`config.mk`:
```
export PLATFORM = sky130hd
export DESIGN_NAME = cfa_flow_ctrl
export DESIGN_NICKNAME = d
export VERILOG_FILES = /design/src/cfa_pkg.sv /design/src/cfa_rate_meter.sv /design/src/cfa_frame_class.sv /design/src/cfa_flow_ctrl.sv
export SDC_FILE = /design/constraint.sdc
export NUM_CORES = 1
export LEC_CHECK = 0
export ABC_CLOCK_PERIOD_IN_PS = 2100
export BUFFER_PORTS_ARGS = -buffer_cell sky130_fd_sc_hd__buf_4
export CAP_MARGIN = 20
export CORE_MARGIN = 1
export CORE_UTILIZATION = 30
export CTS_CLUSTER_DIAMETER = 150
export CTS_CLUSTER_SIZE = 16
export DETAILED_ROUTE_END_ITERATION = 16
export SYNTH_ARGS = -nofsm -noshare
export SYNTH_HDL_FRONTEND = slang
export SYNTH_HIERARCHICAL = 1
export SYNTH_SLANG_ARGS = --single-unit
```
`constraint.sdc`:
```
create_clock -name clk_sys_i -period 2.1 [get_ports clk_sys_i]
set_input_delay 0.21 -clock clk_sys_i [delete_from_list [all_inputs] [get_ports clk_sys_i]]
set_output_delay 0.21 -clock clk_sys_i [all_outputs]
set_load 0.02 [all_outputs]
```
`src/cfa_pkg.sv`:
```
// Package: constants for the CAN flow control and addressing helper
package cfa_pkg;
    localparam int DATA_BYTES = 8;
    localparam logic [7:0] PCI_FIRST = 8'h10;
    localparam logic [7:0] PCI_FLOW = 8'h30;
    localparam logic [3:0] PCI_SINGLE_NIB = 4'h0;
    localparam logic [3:0] PCI_FIRST_NIB = 4'h1;
    localparam logic [3:0] PCI_CONSEC_NIB = 4'h2;
    localparam logic [3:0] PCI_FLOW_NIB = 4'h3;
    localparam logic [7:0] RX_EXT_ADDR_RST = 8'hf1;
    localparam logic [7:0] FREQ_MATCH_RST = 8'hff;
    localparam logic [3:0] FC_MODE_AUTO = 4'h0;
    localparam logic [3:0] FC_MODE_USER = 4'h1;
    localparam logic [3:0] FC_MODE_DATA = 4'h2;
    localparam logic [3:0] FC_MODE_AUTO_ALL = 4'h8;
    localparam logic [3:0] FC_MODE_USER_ALL = 4'h9;
    localparam logic [3:0] FC_MODE_DATA_ALL = 4'ha;
    localparam logic [28:0] STD_FC_ID = 29'h000007e0;
    localparam logic [63:0] STD_FC_DATA = 64'h3000000000000000;
    localparam logic [28:0] STD_ID_OFFSET = 29'h00000008;
    localparam int FP_MATCH_BIT = 0;
    localparam int FP_NOSIG_BIT = 1;
    localparam int FP_BLOCK_STD_BIT = 2;
endpackage

```
`src/cfa_rate_meter.sv`:
```
// Measures the CAN input edge rate over a fixed window
`timescale 1ns/1ps
`default_nettype none
module cfa_rate_meter #(
    parameter int WIN_W = 16
) (
    input wire logic clk_sys_i,
    input wire logic resetn_i,
    input wire logic enable_i,
    input wire logic rx_i,
    input wire logic [WIN_W-1:0] window_i,
    output logic [WIN_W-1:0] edges_o,
    output logic done_o
);
    initial begin
        if (WIN_W < 4) $error("WIN_W too small");
    end
    typedef struct packed {
        logic [2:0] sync;
        logic [WIN_W-1:0] tick;
        logic [WIN_W-1:0] cnt;
        logic [WIN_W-1:0] edges;
        logic done;
    } cfa_meter_type;
    cfa_meter_type st_q, st_d;
    // ------
    // Three-stage sync; edge counted when 2nd and 3rd stages differ
    // ------
    always_comb begin
        st_d = st_q;
        st_d.sync = {st_q.sync[1:0], rx_i};
        st_d.done = 1'b0;
        if (!enable_i) begin
            st_d.tick = '0;
            st_d.cnt = '0;
        end else begin
            if (st_q.sync[2] != st_q.sync[1]) begin
                st_d.cnt = st_q.cnt + 1'b1;
            end
            if (st_q.tick == window_i) begin
                st_d.tick = '0;
                st_d.edges = st_d.cnt;
                st_d.cnt = '0;
                st_d.done = 1'b1;
            end else begin
                st_d.tick = st_q.tick + 1'b1;
            end
        end
    end
    always_ff @(posedge clk_sys_i or negedge resetn_i) begin
        if (!resetn_i) begin
            st_q <= '0;
        end else begin
            st_q <= st_d;
        end
    end
    assign edges_o = st_q.edges;
    assign done_o = st_q.done;
endmodule
`default_nettype wire

```
`src/cfa_frame_class.sv`:
```
// Classifies a transport frame by its protocol control byte
`timescale 1ns/1ps
`default_nettype none
module cfa_frame_class
    import cfa_pkg::*;
(
    input wire logic [7:0] pci_i,
    output logic is_first_o,
    output logic is_flow_o,
    output logic is_single_o,
    output logic is_consec_o
);
    always_comb begin
        is_first_o = (pci_i[7:4] == PCI_FIRST_NIB);
        is_flow_o = (pci_i[7:4] == PCI_FLOW_NIB);
        is_single_o = (pci_i[7:4] == PCI_SINGLE_NIB);
        is_consec_o = (pci_i[7:4] == PCI_CONSEC_NIB);
    end
endmodule
`default_nettype wire

```
`src/cfa_flow_ctrl.sv`:
```
// Flow control reply, extended addressing and send gate for CAN transport
// Functional notes
// RULE_01 - At most eight data bytes per frame
// RULE_02 - Sender waits for flow control after first frame
// RULE_03 - Auto option on: reply to first frames
// RULE_04 - Mode 0: standard identifier and data
// RULE_05 - Mode 1 refused unless identifier, data defined
// RULE_06 - Mode 1: user identifier, 11 or 29 bit
// RULE_07 - Mode 2: user data, received identifier copied
// RULE_08 - Mode 0 restores standard replies immediately
// RULE_09 - Modes 8,9,A reply after every message; code replies to single, first and consecutive frames only
// RULE_10 - Extended addressing: byte 0 is target address
// RULE_11 - Host payload gets identifier, address, control bytes
// RULE_12 - Receive extended address resets to f1
// RULE_13 - Control byte nibble classifies frame type
// RULE_14 - Search send needs rate match or silence
// RULE_15 - Nonstandard rate blocked if standard rate seen
// RULE_16 - Match parameter resets all ones, writable anytime
// RULE_17 - Frequency check only during protocol search
// RULE_18 - Bypass initiation skips frequency check
// RULE_19 - Host should check status after bypass
// RULE_20 - Auto option off: no flow control sent
`timescale 1ns/1ps
`default_nettype none
module cfa_flow_ctrl
    import cfa_pkg::*;
#(
    parameter int WIN_W = 16,
    parameter logic [15:0] RATE_WINDOW = 16'd1000,
    parameter logic [15:0] EDGES_250 = 16'd100,
    parameter logic [15:0] EDGES_500 = 16'd200,
    parameter logic [15:0] EDGE_TOL = 16'd30,
    parameter logic [15:0] EDGES_SILENT = 16'd2
) (
    input wire logic clk_sys_i,
    input wire logic resetn_i,
    input wire logic flow_control_auto_enable_i,
    input wire logic flow_control_mode_select_i,
    input wire logic [3:0] flow_control_mode_i,
    input wire logic flow_control_header_define_i,
    input wire logic [28:0] flow_control_header_i,
    input wire logic flow_control_header_ext_i,
    input wire logic flow_control_data_define_i,
    input wire logic [63:0] flow_control_data_i,
    input wire logic [3:0] flow_control_data_len_i,
    input wire logic transmit_extended_address_set_i,
    input wire logic receive_extended_address_set_i,
    input wire logic [7:0] extended_address_i,
    input wire logic ext_addr_enable_i,
    input wire logic transmit_header_set_i,
    input wire logic [28:0] transmit_header_i,
    input wire logic transmit_header_ext_i,
    input wire logic frequency_match_parameter_set_i,
    input wire logic [7:0] frequency_match_parameter_i,
    input wire logic searching_i,
    input wire logic rate_is_500_i,
    input wire logic rate_is_standard_i,
    input wire logic bypass_initiation_i,
    input wire logic can_rx_i,
    input wire logic rx_valid_i,
    input wire logic [28:0] rx_id_i,
    input wire logic rx_id_ext_i,
    input wire logic [63:0] rx_data_i,
    input wire logic host_valid_i,
    input wire logic [55:0] host_data_i,
    input wire logic [3:0] host_len_i,
    input wire logic tx_ready_i,
    output logic tx_valid_o,
    output logic [28:0] tx_id_o,
    output logic tx_id_ext_o,
    output logic [63:0] tx_data_o,
    output logic [3:0] tx_len_o,
    output logic host_ready_o,
    output logic mode_error_o,
    output logic mode_ok_o,
    output logic [3:0] flow_control_mode_o,
    output logic rx_accept_o,
    output logic send_allowed_o,
    output logic [7:0] frequency_match_o
);
    initial begin
        if (WIN_W < 16) $error("WIN_W must cover RATE_WINDOW");
    end
    typedef struct packed {
        logic [3:0] mode;
        logic hdr_def;
        logic dat_def;
        logic [28:0] fc_id;
        logic fc_ext;
        logic [63:0] fc_data;
        logic [3:0] fc_len;
        logic [7:0] tx_ea;
        logic [7:0] rx_ea;
        logic [28:0] tx_hdr;
        logic tx_hdr_ext;
        logic [7:0] fmatch;
        logic allow;
        logic tx_valid;
        logic [28:0] tx_id;
        logic tx_ext;
        logic [63:0] tx_data;
        logic [3:0] tx_len;
        logic host_rdy;
        logic err;
        logic ok;
        logic accept;
    } cfa_state_type;

    cfa_state_type st_q, st_d;
    logic [WIN_W-1:0] edges;
    logic meas_done;
    logic is_first;
    logic is_flow;
    logic is_single;
    logic is_consec;
    logic [7:0] pci;
    logic [7:0] addr_byte;

    // ------
    // Submodules
    // ------
    cfa_rate_meter #(
        .WIN_W(WIN_W)
    ) u_meter (
        .clk_sys_i(clk_sys_i),
        .resetn_i(resetn_i),
        .enable_i(searching_i && !bypass_initiation_i), // RULE_17 RULE_18
        .rx_i(can_rx_i),
        .window_i(WIN_W'(RATE_WINDOW)),
        .edges_o(edges),
        .done_o(meas_done)
    );

    // PCI sits after the address byte when extended addressing is on
    assign addr_byte = rx_data_i[63:56];
    assign pci = ext_addr_enable_i ? rx_data_i[55:48] : rx_data_i[63:56]; // RULE_10

    cfa_frame_class u_class (
        .pci_i(pci),
        .is_first_o(is_first),
        .is_flow_o(is_flow),
        .is_single_o(is_single),
        .is_consec_o(is_consec)
    );

    function automatic logic near(input logic [WIN_W-1:0] v, input logic [15:0] ref_v);
        logic [WIN_W-1:0] lo;
        logic [WIN_W-1:0] hi;
        lo = (ref_v > EDGE_TOL) ? WIN_W'(ref_v - EDGE_TOL) : '0;
        hi = WIN_W'(ref_v + EDGE_TOL);
        return (v >= lo) && (v <= hi);
    endfunction

    // ------
    // Next state
    // ------
    always_comb begin
        logic want_fc;
        logic std_seen;
        want_fc = 1'b0;
        std_seen = 1'b0;
        st_d = st_q;
        st_d.err = 1'b0;
        st_d.ok = 1'b0;
        st_d.accept = 1'b0;

        if (flow_control_header_define_i) begin
            st_d.fc_id = flow_control_header_i; // RULE_06
            st_d.fc_ext = flow_control_header_ext_i;
            st_d.hdr_def = 1'b1;
        end
        if (flow_control_data_define_i) begin
            st_d.fc_data = flow_control_data_i;
            st_d.fc_len = (flow_control_data_len_i > 4'd8) ? 4'd8 : flow_control_data_len_i; // RULE_01
            st_d.dat_def = 1'b1;
        end
        if (transmit_extended_address_set_i) begin
            st_d.tx_ea = extended_address_i;
        end
        if (receive_extended_address_set_i) begin
            st_d.rx_ea = extended_address_i;
        end
        if (transmit_header_set_i) begin
            st_d.tx_hdr = transmit_header_i;
            st_d.tx_hdr_ext = transmit_header_ext_i;
        end
        if (frequency_match_parameter_set_i) begin
            st_d.fmatch = frequency_match_parameter_i; // RULE_16
        end

        // Defines in the same cycle count
        if (flow_control_mode_select_i) begin
            unique case (flow_control_mode_i)
                FC_MODE_AUTO, FC_MODE_AUTO_ALL: begin
                    st_d.mode = flow_control_mode_i; // RULE_08
                    st_d.ok = 1'b1;
                end
                FC_MODE_USER, FC_MODE_USER_ALL: begin
                    if (st_d.hdr_def && st_d.dat_def) begin
                        st_d.mode = flow_control_mode_i;
                        st_d.ok = 1'b1;
                    end else begin
                        st_d.err = 1'b1; // RULE_05
                    end
                end
                FC_MODE_DATA, FC_MODE_DATA_ALL: begin
                    if (st_d.dat_def) begin
                        st_d.mode = flow_control_mode_i;
                        st_d.ok = 1'b1;
                    end else begin
                        st_d.err = 1'b1;
                    end
                end
                default: st_d.err = 1'b1;
            endcase
        end

        // ------
        // Send gate during search
        // ------
        if (meas_done) begin
            std_seen = near(edges, EDGES_250) || near(edges, EDGES_500);
            if (edges <= WIN_W'(EDGES_SILENT)) begin
                st_d.allow = st_q.fmatch[FP_NOSIG_BIT]; // RULE_14
            end else if (!rate_is_standard_i) begin
                st_d.allow = !(std_seen && st_q.fmatch[FP_BLOCK_STD_BIT]); // RULE_15
            end else begin
                st_d.allow = !st_q.fmatch[FP_MATCH_BIT] || // RULE_14
                    (rate_is_500_i ? near(edges, EDGES_500) : near(edges, EDGES_250));
            end
        end
        if (!searching_i || bypass_initiation_i) begin
            st_d.allow = 1'b1; // RULE_17 RULE_18
        end

        // ------
        // Transmit slot
        // ------
        if (st_q.tx_valid && tx_ready_i) begin
            st_d.tx_valid = 1'b0;
        end
        st_d.host_rdy = !st_d.tx_valid && st_d.allow;

        if (rx_valid_i && (!ext_addr_enable_i || addr_byte == st_q.rx_ea)) begin // RULE_12
            st_d.accept = 1'b1;
            want_fc = flow_control_auto_enable_i && !is_flow && // RULE_03 RULE_20 RULE_13
                (st_q.mode[3] ? (is_first || is_single || is_consec) : is_first); // RULE_09
        end

        if (want_fc && !st_q.tx_valid) begin
            // Flow control preempts host traffic; the far sender is waiting
            st_d.tx_valid = 1'b1; // RULE_02
            unique case ({1'b0, st_q.mode[2:0]})
                FC_MODE_USER: begin
                    st_d.tx_id = st_q.fc_id; // RULE_06
                    st_d.tx_ext = st_q.fc_ext;
                    st_d.tx_data = st_q.fc_data;
                    st_d.tx_len = st_q.fc_len;
                end
                FC_MODE_DATA: begin
                    st_d.tx_id = rx_id_i; // RULE_07
                    st_d.tx_ext = rx_id_ext_i;
                    st_d.tx_data = st_q.fc_data;
                    st_d.tx_len = st_q.fc_len;
                end
                default: begin
                    st_d.tx_id = rx_id_ext_i ? rx_id_i : // RULE_04
                        (rx_id_i >= STD_ID_OFFSET) ? rx_id_i - STD_ID_OFFSET : STD_FC_ID;
                    st_d.tx_ext = rx_id_ext_i;
                    st_d.tx_data = STD_FC_DATA;
                    st_d.tx_len = 4'd8;
                    if (ext_addr_enable_i) begin
                        st_d.tx_data = {st_q.tx_ea, STD_FC_DATA[63:8]};
                    end
                end
            endcase
            st_d.host_rdy = 1'b0;
        end else if (host_valid_i && st_q.host_rdy) begin
            st_d.tx_valid = 1'b1;
            st_d.tx_id = st_q.tx_hdr; // RULE_11
            st_d.tx_ext = st_q.tx_hdr_ext;
            st_d.host_rdy = 1'b0;
            st_d.tx_len = 4'd8;
            if (ext_addr_enable_i) begin
                // Single frame only: address, length, up to six bytes
                st_d.tx_data = {st_q.tx_ea, 4'h0, host_len_i, host_data_i[55:8]}; // RULE_10 RULE_11
            end else begin
                st_d.tx_data = {4'h0, host_len_i, host_data_i}; // RULE_01
            end
        end
    end

    // ------
    // State register
    // ------
    always_ff @(posedge clk_sys_i or negedge resetn_i) begin
        if (!resetn_i) begin
            st_q <= '0;
            st_q.mode <= FC_MODE_AUTO; // RULE_04
            st_q.rx_ea <= RX_EXT_ADDR_RST; // RULE_12
            st_q.fmatch <= FREQ_MATCH_RST; // RULE_16
            st_q.allow <= 1'b1;
        end else begin
            st_q <= st_d;
        end
    end

    assign tx_valid_o = st_q.tx_valid;
    assign tx_id_o = st_q.tx_id;
    assign tx_id_ext_o = st_q.tx_ext;
    assign tx_data_o = st_q.tx_data;
    assign tx_len_o = st_q.tx_len;
    assign host_ready_o = st_q.host_rdy;
    assign mode_error_o = st_q.err;
    assign mode_ok_o = st_q.ok;
    assign flow_control_mode_o = st_q.mode;
    assign rx_accept_o = st_q.accept;
    assign send_allowed_o = st_q.allow;
    assign frequency_match_o = st_q.fmatch;
endmodule
`default_nettype wire

```
==> flow_summary.ini <==
[outcome]
status = finished, final reports clean

[timing]
worst_pin_slew_ns = 0.6588
setup_tns_ns = 0
finClkSkew_ns = 0.01278
hold_viol = 0
slew_violations = 0
post-route-min-period_ns = 2.079
rsz0062_at_grt = yes
fmax_mhz = 481.1
setup_viol = 0
setup_ws_ns = 0.02131
whs_ns = 0.03411
final.period_utilization = 0.9899
slew-limit-headroom = 0.5608

[logic_synthesis]
synthCells = 1530
syn_area_mm2 = 0.01631
yosys_warnings = 6
syn_avg_cell_area_um2 = 10.66

[pwr]
total_power_mw = 16.61
vdd_drop_max_uv = 514.6
powerDensity_mw_per_mm2 = 734.9
leakagePower_nw = 9.983

[drt]
via_per_inst = 5.053
routed_wl_mm = 56.75
vias = 13790
dr.pass1.iters = 6
drt_iter0_markers = 1034
wire_per_inst_um = 20.79
ant_nets = 0
post-route-drc-count = 0

[global_route]
antenna_found_initial = 4
grt_pass1_wl_mm = 84.73
use_met2 = 0.3252
gr-usage-met1 = 0.2542
grt_busiest_layer = met2
use_met3 = 0.03858
grt_pass1_vias = 14180
grt_remaining_overflow = 0
track_usage = 0.1965
grt_start_max_net_pins = 72

[setup_path]
cp_max_fo = 9
crit_required_ns = 2.54
cp_slowest_cell = dfstp_2
crit_path_start_kind = register
critical_path_class = register to register
critPathMaxStageDelay_ns = 0.56
arrival_ns = 2.52
end_kind = register
cp_cell_sequence = xor2_2 > nor4_2 > buf_4 > a21bo_4 > buf_12 > o22ai_1 > a221o_1

[clock_tree]
cts_max_level = 1
cts_tree = done
clock_path_buffers = 3
clkSinkCount = 314
clock_latency_ns = 0.56
cts_buffers = 23
cts-root-buf = clkbuf_16
path_clk_slew_ns = 0.08

[die]
initial_core_util = 0.3031
die-height_um = 235.2
ioPinCount = 437
rows = 85
die_area_mm2 = 0.05530
die_x_um = 235.2
coreArea_mm2 = 0.05381

[cells_and_area]
layout-drive-gt1-share = 0.3639
fin_area_mm2 = 0.02260
fill_cells = 5142
areaGrowthSynthToFinish_pct = 38.56
stdcell_count = 2729
final_net_count = 2345
fin_util = 0.4200

[placement]
placed_cell_area_mm2 = 0.01986
place_inst = 2504
place_congestion = 0.9107
port_buffers = 384
dp_hpwl_mm = 40.62
place_ws_ns = -0.3279

[job]
drv_cap = 0

[min_path]
hp-class = input port to register
[per-layer routing]
metal | part of all wire | up-vias
met3 | 0.059 | 90
li1 | - | 6394
met2 | 0.48 | 480
met5 | 0.00067 | -
met4 | 0.034 | 6
met1 | 0.43 | 6821
[registers in the layout, indices dropped and copies added, names as in the netlist]
| name | cells |
|---|---|
| mode_ok_o | 1 |
| tx_valid_o | 1 |
| frequency_match_o | 8 |
| send_allowed_o | 1 |
| tx_id_o | 29 |
| tx_len_o | 4 |
| tx_id_ext_o | 1 |
| u_meter/done_o | 1 |
| st_q | 146 |
| flow_control_mode_o | 4 |
| host_ready_o | 1 |
| u_meter/st_d | 2 |
| u_meter/st_q | 33 |
| mode_error_o | 1 |
| tx_data_o | 64 |
| u_meter/edges_o | 16 |
| rx_accept_o | 1 |
[path summary, 6_finish.rpt]
| kind | slack [ns] | end | startpoint | cells past startpoint |
|---|---|---|---|---|
| worst max register to register | 0.02 | tx_data_o[58] | st_q[146] | 7 |
| worst max-delay path | 0.02 | tx_data_o[58] | st_q[146] | 7 |
| worst min register to register | 0.36 | u_meter/st_d[51] | u_meter/st_d[50] | 0 |
| max in group asynchronous | 1.14 | tx_data_o[26] | resetn_i | 3 |
| worst min-delay path | 0.03 | tx_id_o[13] | rx_id_i[13] | 4 |
| min in group asynchronous | 0.25 | tx_id_o[6] | resetn_i | 2 |
[worst max-delay path, delay by kind of cell (launching register included)]
kind,cells,cell delay [ns]
AO/OA/AOI/OAI,3,0.63
AND/OR/NAND/NOR,1,0.33
buffers and inverters,2,0.37
XOR/XNOR,1,0.07
flip-flops,1,0.56
[repair_timing]
item | 4_1_cts | 5_1_grt
setup buffers | 0 | 4
hold buffers | 177 | 0
pin swaps | 1 | 15
setup endpoints to repair | 62 | 71
gates resized for setup | 5 | 43
cloned | 0 | 7
hold endpoints to repair | 215 | 0
[layout by cell type (no fill, tap or decap), types with 16 or more instances in the layout]
cell and instances:
buf_4 470, dfrtp_1 300, dlygate4sd3_1 177, mux2_2 151
nor2_1 115, a21oi_1 83, mux2i_1 77, nand4_1 70
o21ai_0 51, nand2_1 48, a31oi_1 35, xnor2_1 32
clkbuf_16 28, xor2_1 21, nor3_1 20, o21ai_1 19
a221oi_1 18, nand3_1 18, and2_1 17, inv_1 17
buf_12 17, conb_1 16
[power breakdown]
part / leakage, nW / internal (mW) / total (mW) / switching [mW]
Clock: 0.304 / 2.03 / 4.23 / 2.21
Combinational: 5.86 / 2.33 / 4.95 / 2.62
Sequential: 3.82 / 6.85 / 7.43 / 0.579
Total: 9.98 / 11.2 / 16.6 / 5.40
[cell type report]
class | count | area, µm² | area share
repair buffers | 677 | 5876 | 0.2600
multi-input cells | 988 | 7279 | 0.3221
well taps | 696 | 870.8 | 0.03853
flip-flops and latches | 314 | 7875 | 0.3484
clock inverters | 2 | 17.52 | 0.0007751
diodes | 2 | 5.005 | 0.0002214
clock buffers | 33 | 613.1 | 0.02713
inverters | 17 | 63.81 | 0.002823
No activity file was read; power rests on OpenSTA's default activity.
